--- config.mk ---
export PLATFORM = sky130hd
export DESIGN_NAME = fses_ctrl
export DESIGN_NICKNAME = d
export VERILOG_FILES = /design/src/design/fses_bus_cycle.v /design/src/design/fses_ctrl.v
export VERILOG_INCLUDE_DIRS = /design/src /design/src/design
export SDC_FILE = /design/constraint.sdc
export NUM_CORES = 1
export LEC_CHECK = 0
export BUFFER_PORTS_ARGS = -buffer_cell sky130_fd_sc_hd__buf_2
export CORE_MARGIN = 3
export CORE_UTILIZATION = 60
export DETAILED_ROUTE_END_ITERATION = 12
export PLACE_DENSITY = 0.89
export SETUP_SLACK_MARGIN = 0.2
export SLEW_MARGIN = 5
export SYNTH_ARGS = -nofsm -noshare
export SYNTH_HDL_FRONTEND = slang
export SYNTH_SLANG_ARGS = --single-unit
--- constraint.sdc ---
create_clock -name core_clk -period 3.7 [get_ports core_clk]
set_input_delay 0.74 -clock core_clk [delete_from_list [all_inputs] [get_ports core_clk]]
set_output_delay 0.74 -clock core_clk [all_outputs]
set_load 0.05 [all_outputs]
--- src/design/fses_regs.vh ---
/*
 * constants for the host-side flash erase / suspend sequencer:
 * command codes, unlock values, field positions and timing counts.
 * assumes a 10 MHz core clock; unlock addresses/data are not fixed
 * by the device description here, so they are plain defaults.
 */
`ifndef FSES_REGS_VH
`define FSES_REGS_VH

// ****************************************************************
// command codes
// ****************************************************************
`define FSES_CMD_PGM_SUSP_LEGACY 8'h80
`define FSES_CMD_PGM_SUSP 8'h51
`define FSES_CMD_PGM_RES_LEGACY 8'h30
`define FSES_CMD_PGM_RES 8'h50
`define FSES_CMD_ERASE_SUSP 8'hb0
`define FSES_CMD_ERASE_SETUP 8'h80
`define FSES_CMD_CHIP_ERASE 8'h10
`define FSES_CMD_SECT_ERASE 8'h30
`define FSES_CMD_ID_ENTRY 8'h90
`define FSES_CMD_ID_EXIT 8'hf0

// ****************************************************************
// unlock cycles (plain defaults)
// ****************************************************************
`define FSES_UNLOCK1_ADDR 22'h000555
`define FSES_UNLOCK1_DATA 8'haa
`define FSES_UNLOCK2_ADDR 22'h0002aa
`define FSES_UNLOCK2_DATA 8'h55

// ****************************************************************
// opcode field of the user command
// ****************************************************************
`define FSES_OP_CHIP_ERASE 3'h0
`define FSES_OP_SECT_ERASE 3'h1
`define FSES_OP_SECT_ADD 3'h2
`define FSES_OP_PGM_SUSP 3'h3
`define FSES_OP_PGM_RES 3'h4
`define FSES_OP_ERASE_SUSP 3'h5
`define FSES_OP_ID_ENTRY 3'h6
`define FSES_OP_ID_EXIT 3'h7

// ****************************************************************
// status bit positions on the data lines
// ****************************************************************
`define FSES_BIT_DATA_POLLING 7
`define FSES_BIT_TOGGLE_STATUS 6
`define FSES_BIT_WINDOW_EXPIRED 3
`define FSES_BIT_ERASE_SECTOR_TOGGLE 2

// ****************************************************************
// timing
// ****************************************************************
`define FSES_CLK_NS 100
`define FSES_SECT_WINDOW_US 50
`define FSES_SECT_WINDOW_CYC ((`FSES_SECT_WINDOW_US * 1000) / `FSES_CLK_NS)
`define FSES_RES_TO_SUSP_US 100
`define FSES_RES_TO_SUSP_CYC ((`FSES_RES_TO_SUSP_US * 1000 + `FSES_CLK_NS - 1) / `FSES_CLK_NS)
`define FSES_WE_LOW_CYC 2
`define FSES_WE_HIGH_CYC 2

`endif

--- src/design/fses_bus_cycle.v ---
/*
 * one asynchronous flash write or read cycle on the pins.
 * latches addr/data at start, so the caller need not hold them until done.
 */
`timescale 1ns/1ps
module fses_bus_cycle
#(
	parameter AW = 22,
	parameter LOW_CYC = 2,
	parameter HIGH_CYC = 2
)
(
	input wire core_clk,
	input wire rst,
	input wire start,
	input wire rd,
	input wire [AW-1:0] addr,
	input wire [7:0] wdata,
	input wire [7:0] dq_sync,
	output reg done,
	output reg [7:0] rdata,
	output reg [AW-1:0] pin_addr,
	output reg [7:0] pin_dq_out,
	output reg pin_dq_oe,
	output reg pin_ce_n,
	output reg pin_we_n,
	output reg pin_oe_n
);
	localparam S_IDLE = 2'd0;
	localparam S_LOW = 2'd1;
	localparam S_HIGH = 2'd2;
	reg [1:0] state;
	reg [7:0] cnt;
	reg is_rd;

	always @(posedge core_clk)
	begin
		done <= 1'b0;
		if (rst)
		begin
			state <= S_IDLE;
			cnt <= 8'h00;
			is_rd <= 1'b0;
			rdata <= 8'h00;
			pin_addr <= {AW{1'b0}};
			pin_dq_out <= 8'h00;
			pin_dq_oe <= 1'b0;
			pin_ce_n <= 1'b1;
			pin_we_n <= 1'b1;
			pin_oe_n <= 1'b1;
		end
		else
		begin
			case (state)
			S_IDLE:
				if (start)
				begin
					is_rd <= rd;
					pin_addr <= addr;
					pin_dq_out <= wdata;
					pin_dq_oe <= ~rd;
					pin_ce_n <= 1'b0;
					pin_we_n <= rd;
					pin_oe_n <= ~rd;
					cnt <= 8'h00;
					state <= S_LOW;
				end
			S_LOW:
				if (cnt == LOW_CYC[7:0] + 8'h02)
				begin
					rdata <= dq_sync;
					pin_we_n <= 1'b1;
					pin_oe_n <= 1'b1;
					cnt <= 8'h00;
					state <= S_HIGH;
				end
				else
					cnt <= cnt + 8'h01;
			S_HIGH:
				if (cnt == HIGH_CYC[7:0])
				begin
					pin_ce_n <= 1'b1;
					pin_dq_oe <= 1'b0;
					done <= 1'b1;
					state <= S_IDLE;
				end
				else
					cnt <= cnt + 8'h01;
			default:
				state <= S_IDLE;
			endcase
		end
	end
endmodule

--- src/design/fses_ctrl.v ---
/*
 * host-side sequencer driving a parallel nor flash: erase sequences,
 * program suspend/resume (erase suspend is always refused), identification entry/exit,
 * and status polling. assumes the flash pins are the only link and
 * that user commands come on a plain request/ack port.
 */
// Summary of operation
// - host uses dedicated program codes unless legacy_codes selects the legacy ones
// - host refuses a suspend until the minimum resume-to-suspend time has passed
// - chip erase is six write cycles ending with erase command
// - sector erase is six cycles, last carries sector address
// - host refuses every extra sector, since polling outlasts the 50 us window
`timescale 1ns/1ps
`include "fses_regs.vh"
module fses_ctrl
#(
	parameter AW = 22,
	parameter WINDOW_CYC = `FSES_SECT_WINDOW_CYC,
	parameter RES_TO_SUSP_CYC = `FSES_RES_TO_SUSP_CYC
)
(
	input wire core_clk,
	input wire rst,
	input wire cmd_valid,
	input wire [2:0] cmd_op,
	input wire [AW-1:0] cmd_addr,
	input wire legacy_codes,
	output reg cmd_ack,
	output reg cmd_refused,
	output reg busy,
	output reg program_suspended,
	output reg erase_active,
	output reg id_mode,
	output reg [7:0] last_status,
	input wire [7:0] flash_dq_in,
	output wire [7:0] flash_dq_out,
	output wire flash_dq_oe,
	output wire [AW-1:0] flash_addr,
	output wire flash_ce_n,
	output wire flash_we_n,
	output wire flash_oe_n,
	output reg flash_reset_n
);
	// ****************************************************************
	// state
	// ****************************************************************
	localparam S_IDLE = 3'd0;
	localparam S_WRITE = 3'd1;
	localparam S_POLL = 3'd2;
	localparam S_DONE = 3'd3;
	localparam S_RESET = 3'd4;
	reg [2:0] state;
	reg [2:0] step;
	reg [2:0] nsteps;
	reg [2:0] op;
	reg [AW-1:0] op_addr;
	reg [7:0] last_code;
	reg [7:0] dq_meta;
	reg [7:0] dq_sync;
	reg [7:0] prev_poll;
	reg have_prev;
	reg cyc_start;
	reg cyc_wait;
	reg cyc_rd;
	reg [AW-1:0] cyc_addr;
	reg [7:0] cyc_data;
	reg [15:0] res_cnt;
	reg program_active;
	wire cyc_done;
	wire [7:0] cyc_rdata;

	// two flops on the data lines before anything reads them
	always @(posedge core_clk)
	begin
		dq_meta <= flash_dq_in;
		dq_sync <= dq_meta;
	end

	fses_bus_cycle #(.AW(AW), .LOW_CYC(`FSES_WE_LOW_CYC),
		.HIGH_CYC(`FSES_WE_HIGH_CYC)) u_cycle
	(
		.core_clk(core_clk),
		.rst(rst),
		.start(cyc_start),
		.rd(cyc_rd),
		.addr(cyc_addr),
		.wdata(cyc_data),
		.dq_sync(dq_sync),
		.done(cyc_done),
		.rdata(cyc_rdata),
		.pin_addr(flash_addr),
		.pin_dq_out(flash_dq_out),
		.pin_dq_oe(flash_dq_oe),
		.pin_ce_n(flash_ce_n),
		.pin_we_n(flash_we_n),
		.pin_oe_n(flash_oe_n)
	);

	// ****************************************************************
	// sequence step table
	// ****************************************************************
	reg [AW-1:0] next_addr;
	reg [7:0] next_data;
	always @*
	begin
		next_addr = {AW{1'b0}};
		next_data = last_code;
		case (op)
		`FSES_OP_CHIP_ERASE, `FSES_OP_SECT_ERASE:
			case (step)
			3'd0, 3'd3:
			begin
				next_addr = `FSES_UNLOCK1_ADDR;
				next_data = `FSES_UNLOCK1_DATA;
			end
			3'd1, 3'd4:
			begin
				next_addr = `FSES_UNLOCK2_ADDR;
				next_data = `FSES_UNLOCK2_DATA;
			end
			3'd2:
			begin
				next_addr = `FSES_UNLOCK1_ADDR;
				next_data = `FSES_CMD_ERASE_SETUP;
			end
			default:
			begin
				next_addr = (op == `FSES_OP_SECT_ERASE) ? op_addr
					: `FSES_UNLOCK1_ADDR;
				next_data = (op == `FSES_OP_SECT_ERASE)
					? `FSES_CMD_SECT_ERASE : `FSES_CMD_CHIP_ERASE;
			end
			endcase
		`FSES_OP_ID_ENTRY:
			case (step)
			3'd0:
			begin
				next_addr = `FSES_UNLOCK1_ADDR;
				next_data = `FSES_UNLOCK1_DATA;
			end
			3'd1:
			begin
				next_addr = `FSES_UNLOCK2_ADDR;
				next_data = `FSES_UNLOCK2_DATA;
			end
			default:
			begin
				next_addr = `FSES_UNLOCK1_ADDR;
				next_data = `FSES_CMD_ID_ENTRY;
			end
			endcase
		`FSES_OP_SECT_ADD:
		begin
			next_addr = op_addr;
			next_data = `FSES_CMD_SECT_ERASE;
		end
		default:
			// single cycles keep a don't-care address of zero
			next_addr = {AW{1'b0}};
		endcase
	end

	// ****************************************************************
	// command acceptance and sequencing
	// ****************************************************************
	always @(posedge core_clk)
	begin
		cmd_ack <= 1'b0;
		cmd_refused <= 1'b0;
		cyc_start <= 1'b0;
		if (res_cnt != 16'h0000)
			res_cnt <= res_cnt - 16'h0001;
		if (rst)
		begin
			state <= S_RESET;
			step <= 3'd0;
			nsteps <= 3'd0;
			op <= 3'd0;
			op_addr <= {AW{1'b0}};
			last_code <= 8'h00;
			cyc_rd <= 1'b0;
			cyc_addr <= {AW{1'b0}};
			cyc_data <= 8'h00;
			prev_poll <= 8'h00;
			have_prev <= 1'b0;
			cyc_wait <= 1'b0;
			res_cnt <= 16'h0000;
			busy <= 1'b1;
			program_suspended <= 1'b0;
			program_active <= 1'b0;
			erase_active <= 1'b0;
			id_mode <= 1'b0;
			last_status <= 8'h00;
			// pulse the flash reset; any erase ends there
			flash_reset_n <= 1'b0;
		end
		else
		begin
			case (state)
			S_RESET:
			begin
				flash_reset_n <= 1'b1;
				busy <= 1'b0;
				state <= S_IDLE;
			end
			S_IDLE:
				if (cmd_valid)
				begin
					op <= cmd_op;
					op_addr <= cmd_addr;
					step <= 3'd0;
					have_prev <= 1'b0;
					case (cmd_op)
					`FSES_OP_CHIP_ERASE, `FSES_OP_SECT_ERASE:
						nsteps <= 3'd5;
					`FSES_OP_ID_ENTRY:
						nsteps <= 3'd2;
					default:
						nsteps <= 3'd0;
					endcase
					if (cmd_op == `FSES_OP_PGM_SUSP)
						last_code <= legacy_codes
							? `FSES_CMD_PGM_SUSP_LEGACY : `FSES_CMD_PGM_SUSP;
					else if (cmd_op == `FSES_OP_PGM_RES)
						last_code <= legacy_codes
							? `FSES_CMD_PGM_RES_LEGACY : `FSES_CMD_PGM_RES;
					else if (cmd_op == `FSES_OP_ERASE_SUSP)
						last_code <= `FSES_CMD_ERASE_SUSP;
					else
						last_code <= `FSES_CMD_ID_EXIT;
					// add-sector refused: polling outlasts the window
					if ((cmd_op == `FSES_OP_ID_ENTRY && program_active &&
						!program_suspended) ||
						(cmd_op == `FSES_OP_PGM_SUSP &&
						res_cnt != 16'h0000) ||
						(cmd_op == `FSES_OP_SECT_ADD) ||
						(cmd_op == `FSES_OP_ERASE_SUSP) ||
						(cmd_op == `FSES_OP_PGM_RES && !program_suspended))
					begin
						cmd_ack <= 1'b1;
						cmd_refused <= 1'b1;
					end
					else
					begin
						busy <= 1'b1;
						state <= S_WRITE;
					end
				end
			S_WRITE:
				// one bus cycle at a time, so no start is lost
				if (!cyc_wait)
				begin
					cyc_rd <= 1'b0;
					cyc_addr <= next_addr;
					cyc_data <= next_data;
					cyc_start <= 1'b1;
					cyc_wait <= 1'b1;
				end
				else if (cyc_done)
				begin
					cyc_wait <= 1'b0;
					if (step != nsteps)
						step <= step + 3'd1;
					else if (op == `FSES_OP_CHIP_ERASE ||
						op == `FSES_OP_SECT_ERASE)
					begin
						// window starts at the final strobe
						erase_active <= 1'b1;
						cyc_rd <= 1'b1;
						cyc_start <= 1'b1;
						state <= S_POLL;
					end
					else
						state <= S_DONE;
				end
			S_POLL:
				if (cyc_done)
				begin
					last_status <= cyc_rdata;
					prev_poll <= cyc_rdata;
					have_prev <= 1'b1;
					if (have_prev && (cyc_rdata[`FSES_BIT_TOGGLE_STATUS] ==
						prev_poll[`FSES_BIT_TOGGLE_STATUS]))
						state <= S_DONE;
					else
						cyc_start <= 1'b1;
				end
			S_DONE:
			begin
				cyc_rd <= 1'b0;
				busy <= 1'b0;
				cmd_ack <= 1'b1;
				state <= S_IDLE;
				case (op)
				`FSES_OP_PGM_SUSP:
					program_suspended <= 1'b1;
				`FSES_OP_PGM_RES:
				begin
					program_suspended <= 1'b0;
					res_cnt <= RES_TO_SUSP_CYC[15:0];
				end
				`FSES_OP_ID_ENTRY:
					id_mode <= 1'b1;
				`FSES_OP_ID_EXIT:
					// exit returns to any program suspend held
					id_mode <= 1'b0;
				default:
					erase_active <= 1'b0;
				endcase
			end
			default:
				state <= S_IDLE;
			endcase
		end
	end
endmodule

=== Word level (Yosys, flattened, before mapping) ===
Index checks and enable logic that the tools add are counted.

* Input port bits: 37
* Output and inout port bits: 49
* Logic and storage cells: 210
* Flip-flop bits (word level): 176

* Mux-type cells: 78
* Add/subtract/negate cells: 3
* Eq/ne operators: 43
* Bitwise gates (word level): 4
* Reductions and logical operators: 49

{| class="wikitable"
|+ Operators by type and width
! operator !! number
|-
| case mux 8 bit (3 select lines) || 3
|-
| case mux 22 bit (3 select lines) || 1
|-
| 2-to-1 mux 16 bit || 3
|-
| 2-to-1 mux 8 bit || 6
|-
| case mux 22 bit (2 select lines) || 1
|-
| 2-to-1 mux 3 bit || 11
|-
| 2-to-1 mux 1 bit || 28
|-
| equality test 3 x 2 -> 1 bit (second input constant) || 8
|-
| equality test 3 bit (second input constant) || 8
|-
| case mux 1 bit (2 select lines) || 12
|-
| 2-to-1 mux 22 bit || 1
|-
| inequality test 2 bit (second input constant) || 10
|-
| AND reduction 3 bit || 6
|-
| case mux 8 bit (2 select lines) || 1
|-
| nonzero test 16 bit || 1
|-
| nonzero test 2 bit || 8
|-
| subtractor 16 x 1 -> 16 bit (second input constant) || 1
|-
| 2-to-1 mux 7 bit || 2
|-
| AND reduction 2 bit || 7
|-
| OR reduction 2 bit || 7
|-
| equality test 3 x 1 -> 1 bit (second input constant) || 4
|-
| zero test 3 bit || 4
|-
| case mux 3 bit (2 select lines) || 2
|-
| 2-to-1 mux 11 bit || 1
|-
| other kinds (27) || 41
|}

=== Logic depth before layout (Yosys ltp) ===
Gate-level depths: netlist (run 1).

* Depth in word-level cells: 8
* Gate-level depth with buffers: 8
* Mapped depth without buffers: 6

=== Cells and area by module ===
A second synthesis (run 1) with hierarchy kept.

* Cells, all modules: 811
* Area, all modules: 7005.5 um^2

{| class="wikitable"
|+ By module, submodules not included
! module !! area an instance (um^2) !! instances !! cells each !! seq. area each (um^2)
|-
| fses_ctrl || 4822.1 || 1 || 552 || 2362.3
|-
| fses_bus_cycle || 2183.3 || 1 || 259 || 1061.0
|}

=== Worst setup path before layout (run 1) ===
Ideal clock, no wire load.

* Path kind: in2reg
* Start: input port cmd_valid
* End: register step[2]
* Stages on the path: 5
* Library setup time: 117 ps
* Required time: 3583 ps
* Slack: 1607 ps
* Buffers on the path: 1
* Arrival time: 1976 ps
* Cells stage by stage: or4b_2 > clkbuf_1 > mux2i_1 > a21oi_1 > a22o_1

* Longest elaborated chain between the ends: 2

{| class="wikitable"
|+ Ends and longest elaborated chain
! what !! RTL line !! source
|-
| from (decl) || fses_ctrl.v:24 || <nowiki>input wire cmd_valid,</nowiki>
|-
| inequality test 2 bit (no source line) || n/a ||
|-
| AND reduction 5 bit (no source line) || n/a ||
|-
| to (signal assigned) || fses_ctrl.v:263 || <nowiki>step <= step + 3'd1;</nowiki>
|-
| to (decl) || fses_ctrl.v:53 || <nowiki>reg [2:0] step;</nowiki>
|}

Every way passes these cells.
A chain may end at the register's enable or synchronous reset.

=== Worst setup path in the final report (run 1) ===
* Start: register state[0]
* End: register cyc_addr[12]

* Longest elaborated chain between the ends: 2

{| class="wikitable"
|+ Ends and longest elaborated chain
! what !! RTL line !! source
|-
| from (decl) || fses_ctrl.v:52 || <nowiki>reg [2:0] state;</nowiki>
|-
| from (signal assigned) || fses_ctrl.v:175 || <nowiki>state <= S_RESET;</nowiki>
|-
| from (signal assigned) || fses_ctrl.v:204 || <nowiki>state <= S_IDLE;</nowiki>
|-
| from (signal assigned) || fses_ctrl.v:246 || <nowiki>state <= S_WRITE;</nowiki>
|-
| equality test 3 x 1 -> 1 bit || fses_ctrl.v:199 || <nowiki>case (state)</nowiki>
|-
| AND reduction 2 bit (no source line) || n/a ||
|-
| to (signal assigned) || fses_ctrl.v:182 || <nowiki>cyc_addr <= {AW{1'b0}};</nowiki>
|-
| to (signal assigned) || fses_ctrl.v:254 || <nowiki>cyc_addr <= next_addr;</nowiki>
|-
| to (decl) || fses_ctrl.v:65 || <nowiki>reg [AW-1:0] cyc_addr;</nowiki>
|}

Every way passes these cells.

==> flow_metrics.env, run 1 <==
export IMPL_start_util_pct=62.5
export IMPL_insertion_delay_ns=0.42
export IMPL_synth_top_area_share_pct=49.4
export IMPL_power_density_nw_per_um2=612
export IMPL_fin_crit_ns=2.72
export IMPL_io_pins=86
export IMPL_ant_nets=0
export IMPL_p_sw_share_pct=29.3
export IMPL_avgSynthCellArea_sq_um=8.74
export IMPL_netlist_area_sq_um=6890
export IMPL_yosysTopAreaCell="dfxtp_1"
export IMPL_grt_overflow_total=0
export IMPL_path_cells="or4b_1 > a2111oi_4 > a22o_1"
export IMPL_setup_viol=0
export IMPL_finalNetCount=898
export IMPL_drive_gt1_share_pct=15.9
export IMPL_ys_seq_area_share_pct=49.4
export IMPL_maxCapViolations=0
export IMPL_skew_ns=0.00856
export IMPL_crit_fanout=16
export IMPL_share_seq_of_total_power_pct=42.5
export IMPL_fmax_mhz=368
export IMPL_crit_buf_inv=0
export IMPL_synth_flop_cell="dfxtp_1"
export IMPL_antenna_cells=0
export IMPL_die_y_um=113
export IMPL_cts_setup_buffers=0
export IMPL_p_int_mw=3.45
export IMPL_finalWirelength_um=15400
export IMPL_grt_usage_pct=24.5
export IMPL_synthesis_nets=837
export IMPL_grt_max_degree=74
export IMPL_ys_types=69
export IMPL_setup_tns_ns=0
export IMPL_drt_iter0_drc=484
export IMPL_p_leak_nw=3.06
export IMPL_power_frac_clock_pct=38.8
export IMPL_period_share_pct=73.4
export IMPL_drtPass1Iterations=5
export IMPL_synth_edf_count=0
export IMPL_die_area_sq_um=12800
export IMPL_hpwl_um=10100
export IMPL_cts_sinks=170
export IMPL_status="finished clean"
export IMPL_crit_type="reg2reg"
export IMPL_min_path_type="reg2reg"
export IMPL_irDropWorstVdd_v=0.000643
export IMPL_critPathLaunchType="flip-flop"
export IMPL_cts_tree="done"
export IMPL_portBuffers=85
export IMPL_relSlewSlack_pct=22.9
export IMPL_critPathCaptureType="flip-flop"
export IMPL_grt_pass1_wl_um=25800
export IMPL_ys_seq_elements=170
export IMPL_path_clk_slew_ns=0.07
export IMPL_fp_dieW_um=113
export IMPL_finalHoldViolations=0
export IMPL_crit_slowest_cell="a2111oi_4"
export IMPL_yosys_warnings=0
export IMPL_slew_violations=0
export IMPL_critPathRequiredTime_ns=4.06
export IMPL_avgRoutedWirePerCell_um=15.4
export IMPL_vias=5966
export IMPL_arrival_ns=3.07
export IMPL_cts_resized=0
export IMPL_critical_path_top_delay_family="compound AO/OA/AOI/OAI gates"
export IMPL_row_count=38
export IMPL_grt_pass1_vias=5341
export IMPL_fillers=810
export IMPL_numCtsBuffers=17
export IMPL_p_comb_share_pct=18.8
export IMPL_tightest_slew_ns=1.15
export IMPL_rsz0062_at_grt="false"
export IMPL_cts_root_buf="clkbuf_16"
export IMPL_drc_errors=0
export IMPL_layout_cells_non_filler=1002
export IMPL_async_flop_share_pct=0
export IMPL_hold_buffers=0
export IMPL_area_growth_pct=15.7
export IMPL_core_sq_um=11000
export IMPL_syn_inst=788
export IMPL_max_stage_delay_ns=0.97
export IMPL_via_per_inst=5.95
export IMPL_ys_top_cells_by_area="dfxtp_1, nand2_1, a21oi_1"
export IMPL_cts_max_level=4
export IMPL_cts_buffer_depth=2
export IMPL_dp_cells=970
export IMPL_power_switching_mw=1.43
export IMPL_globalplace_congestion=0.882
export IMPL_antenna_found_initial=0
-- cell usage in the layout, fill, tap and decap left out, types with 7 or more instances in the layout --
cell type,n
nor2_1,37
nor4_1,7
or3_1,9
o31ai_1,7
mux2i_1,14
a22o_1,12
a22oi_1,7
a21oi_1,102
buf_2,84
nand2b_1,7
dfxtp_1,170
nor3_1,28
inv_1,16
nand4_1,8
nor2b_1,9
or4_1,9
clkbuf_16,17
nand3_1,11
nand2_1,151
o21ai_0,27
ha_1,12
-- worst register-to-register path, cell delays in order, from the launching register on --
cell and delay [ns]:
dfxtp_1 0.62, or4b_1 0.78, a2111oi_4 0.97, a22o_1 0.27
-- metrics by stage --
step | hold WS (ns) | setup WS, ns | area [sq um] | util [%] | power (mW)
final | 0.326 | 0.983 | 7970 | 72.3 | 4.88
after global routing | 0.329 | 0.829 | 7970 | 72.3 | 5.12
after global placement | 0.310 | 1.11 | 7330 | 66.4 | 2.97
after CTS | 0.328 | 1.03 | 7970 | 72.3 | 4.90
after floorplan | 0.310 | 1.61 | 6890 | - | 2.82
after detailed placement | 0.313 | 1.06 | 7330 | 66.4 | 3.01
-- registers in the layout, summed over array words and instances (netlist names), 5 cells and up --
register	cells
cyc_addr	22
op_addr	22
u_cycle.pin_addr	22
res_cnt	16
dq_meta	8
dq_sync	8
prev_poll	8
u_cycle.cnt	8
u_cycle.rdata	8
cyc_data	7
u_cycle.pin_dq_out	7
last_code	5
-- synth_stat cells, types with 5 or more instances --
library cell,instances
nand3b_1,5
nor2_1,37
mux2i_1,14
nand4_1,8
a21oi_1,102
xnor2_1,5
nand2_1,151
nor2b_1,9
nand3_1,11
dfxtp_1,170
nor4_1,7
buf_1,7
nand2b_1,7
or3_1,9
a22o_1,12
inv_1,16
or4_1,9
o21ai_0,27
nor3_1,28
o31ai_1,7
a31oi_1,5
ha_1,12
a22oi_1,7
clkbuf_1,33
o2bb2ai_1,5
-- per-layer routing --
layer	track usage [%]	part of all wire (%)	wire, um
met2	38.4	46	7160
met5	0	0	0
met3	5.24	6.1	937
met1	33.9	46	7150
met4	7.93	1.3	193
-- kinds of logic (layout without fill, tap and decap cells) --
group | Yosys count | after routing | share of synthesized area [%]
adders and majority gates | 12 | 12 | 2.18
xor gates and xnor gates | 6 | 6 | 0.763
muxes | 16 | 16 | 2.36
buffers and inverters | 63 | 137 | 3.80
and+or+nand+nor | 309 | 309 | 21.9
DFF | 170 | 170 | 49.4
AOI/OAI and AO/OA | 212 | 212 | 19.6
-- power by group through the flow --
stage | combinational, mW | clock (mW) | sequential, mW
2_1_floorplan | 0.733 | 0 | 2.08
3_3_place_gp | 0.868 | 0 | 2.10
3_5_place_dp | 0.903 | 0 | 2.11
4_1_cts | 0.916 | 1.92 | 2.07
5_1_grt | 1.03 | 2.00 | 2.09
6_report | 0.917 | 1.89 | 2.07
-- cell type report --
cell class | instances | area, sq um | share of cell area [%]
Sequential cell | 170 | 3400 | 42.7
Multi-Input combinational cell | 555 | 3230 | 40.6
Timing Repair Buffer | 88 | 450 | 5.65
Clock buffer | 17 | 425 | 5.34
Clock inverter | 15 | 220 | 2.76
Tap cell | 140 | 175 | 2.20
Inverter | 17 | 63.8 | 0.800
-- path summary, 6_finish.rpt --
check | startpoint | to | slack [ns] | cells past startpoint
setup / recovery | state[0]$_SDFFE_PP0P_ | cyc_addr[12]$_SDFFE_PP0P_ | 0.98 | 3
hold / removal | dq_meta[3]$_DFF_P_ | dq_sync[3]$_DFF_P_ | 0.33 | 0
setup reg to reg | state[0]$_SDFFE_PP0P_ | cyc_addr[12]$_SDFFE_PP0P_ | 0.98 | 3
hold reg to reg | dq_meta[3]$_DFF_P_ | dq_sync[3]$_DFF_P_ | 0.33 | 0
No activity file was read; power rests on OpenSTA's default activity.
==> inputs of run 2 (changes only) <==
- CORE_UTILIZATION: 60 -> 57
- PLACE_DENSITY: 0.89 -> 0.86
- clock period: 3.7 -> 2.57 ns (I/O delays scaled with it)
==> flow_metrics.env, run 2 (synthesized netlist as in run 1, its figures left out) <==
export IMPL_finalNetCount=915
export IMPL_critPathRequiredTime_ns=2.93
export IMPL_drc_errors=0
export IMPL_cts_root_buf="clkbuf_16"
export IMPL_path_clk_slew_ns=0.06
export IMPL_p_leak_nw=3.12
export IMPL_die_area_sq_um=13400
export IMPL_tightest_slew_ns=0.668
export IMPL_hpwl_um=10900
export IMPL_finalWirelength_um=16200
export IMPL_fp_dieW_um=116
export IMPL_grt_pass1_vias=5615
export IMPL_io_pins=86
export IMPL_layout_commonest_cell="dfxtp_1"
export IMPL_critPathLaunchType="flip-flop"
export IMPL_hold_path_depth=1
export IMPL_start_util_pct=59.3
export IMPL_setup_ws_ns=0.349
export IMPL_drive_gt1_share_pct=17.3
export IMPL_row_count=39
export IMPL_area_growth_pct=16.6
export IMPL_avgRoutedWirePerCell_um=15.9
export IMPL_finalHoldViolations=0
export IMPL_final_util_pct=69.2
export IMPL_reg_top3="cyc_addr: 22 flops, op_addr: 22 flops, u_cycle.pin_addr: 22 flops"
export IMPL_cts_buffer_depth=2
export IMPL_status="finished clean"
export IMPL_maxCapViolations=0
export IMPL_power_density_nw_per_um2=844
export IMPL_grt_overflow_total=0
export IMPL_grt_max_degree=66
export IMPL_cts_sinks=170
export IMPL_cts_setup_buffers=0
export IMPL_globalplace_congestion=0.954
export IMPL_drt_iter0_drc=516
export IMPL_relSlewSlack_pct=54.3
export IMPL_timing_reg2reg_setup_slack_ns=0.35
export IMPL_hold_buffers=0
export IMPL_via_per_inst=5.97
export IMPL_period_share_pct=86.4
export IMPL_insertion_delay_ns=0.42
export IMPL_final_cell_mix="dfxtp_1, nand2_1, a21oi_1, buf_2, nor2_1"
export IMPL_setup_tns_ns=0
export IMPL_crit_type="reg2reg"
export IMPL_rsz0062_at_grt="false"
export IMPL_arrival_ns=2.58
export IMPL_fin_crit_ns=2.22
export IMPL_grt_pass1_wl_um=26600
export IMPL_antenna_found_initial=0
export IMPL_setup_viol=0
export IMPL_cts_resized=1
export IMPL_core_sq_um=11600
export IMPL_min_path_type="in2reg"
export IMPL_cts_max_level=4
export IMPL_critPathCaptureType="flip-flop"
export IMPL_dp_cells=990
export IMPL_antenna_cells=0
export IMPL_portBuffers=85
export IMPL_fmax_mhz=450
export IMPL_irDropWorstVdd_v=0.000745
export IMPL_grt_usage_pct=24.7
export IMPL_numCtsBuffers=17
export IMPL_vias=6098
export IMPL_pre_cts_slack_ns=0.187
export IMPL_layout_cells_non_filler=1022
export IMPL_cts_tree="done"
export IMPL_drtPass1Iterations=5
export IMPL_rr_worst_depth=7
export IMPL_die_y_um=116
export IMPL_skew_ns=0.00907
export IMPL_hold_ws_ns=0.187
export IMPL_ant_nets=0
export IMPL_slew_violations=0
export IMPL_crit_fanout=16
-- run 2: cell count changes in the layout (fill, tap and decap cells not counted) --
cell | previous run | this run
clkinv_4 | 3 | 1
clkbuf_1 | 0 | 3
o31ai_1 | 7 | 6
bufinv_16 | 4 | 2
clkinv_2 | 0 | 4
clkinvlp_4 | 5 | 3
inv_8 | 1 | 0
o31ai_2 | 0 | 1
clkinv_8 | 1 | 0
buf_4 | 4 | 21
clkbuf_8 | 0 | 1
-- run 2: report_power, final --
group,total (mW),internal (mW),switching [mW]
Clock,2.45,1.45,1.00
Sequential,2.98,2.81,0.168
Combinational,1.35,0.527,0.826
-- run 2: worst max-delay path, stage by stage (launching register included) --
cell       delay (ns)
dfxtp_1          0.58
inv_1            0.12
ha_1             0.29
nor2_1           0.17
nand4_1          0.17
a2111oi_4        0.36
buf_4            0.29
a22o_1           0.18
-- run 2: cell type report --
type | count | area [sq um]
fillers | 903 | 3580
clock buffers | 21 | 450
repair buffers | 105 | 578
clock inverters | 11 | 120
well taps | 143 | 179
flip-flops and latches | 170 | 3400
inverters | 17 | 63.8
multi-input cells | 555 | 3240
-- run 2: final timing paths --
check | endpoint | start
worst min register to register | dq_sync[1]$_DFF_P_ | dq_meta[1]$_DFF_P_
worst max-delay path | cyc_addr[21]$_SDFFE_PP0P_ | step[2]$_SDFFE_PP0P_
worst min-delay path | dq_meta[4]$_DFF_P_ | flash_dq_in[4]
worst max register to register | cyc_addr[21]$_SDFFE_PP0P_ | step[2]$_SDFFE_PP0P_
-- run 2: per-layer routing --
metal	vias up	share of wire [%]	track usage (%)
li1	2986	-	-
met1	2847	45	33.2
met2	242	45	38.3
met3	23	7.9	6.89
met4	0	1.6	8.74
met5	-	0	0
-- run 2: through the flow --
| stage | total power, mW | instance area (sq um) |
|---|---|---|
| after floorplan | 4.05 | 6890 |
| after global placement | 4.30 | 7460 |
| after detailed placement | 4.35 | 7460 |
| after CTS | 6.79 | 8030 |
| after global routing | 7.09 | 8030 |
| final | 6.78 | 8030 |
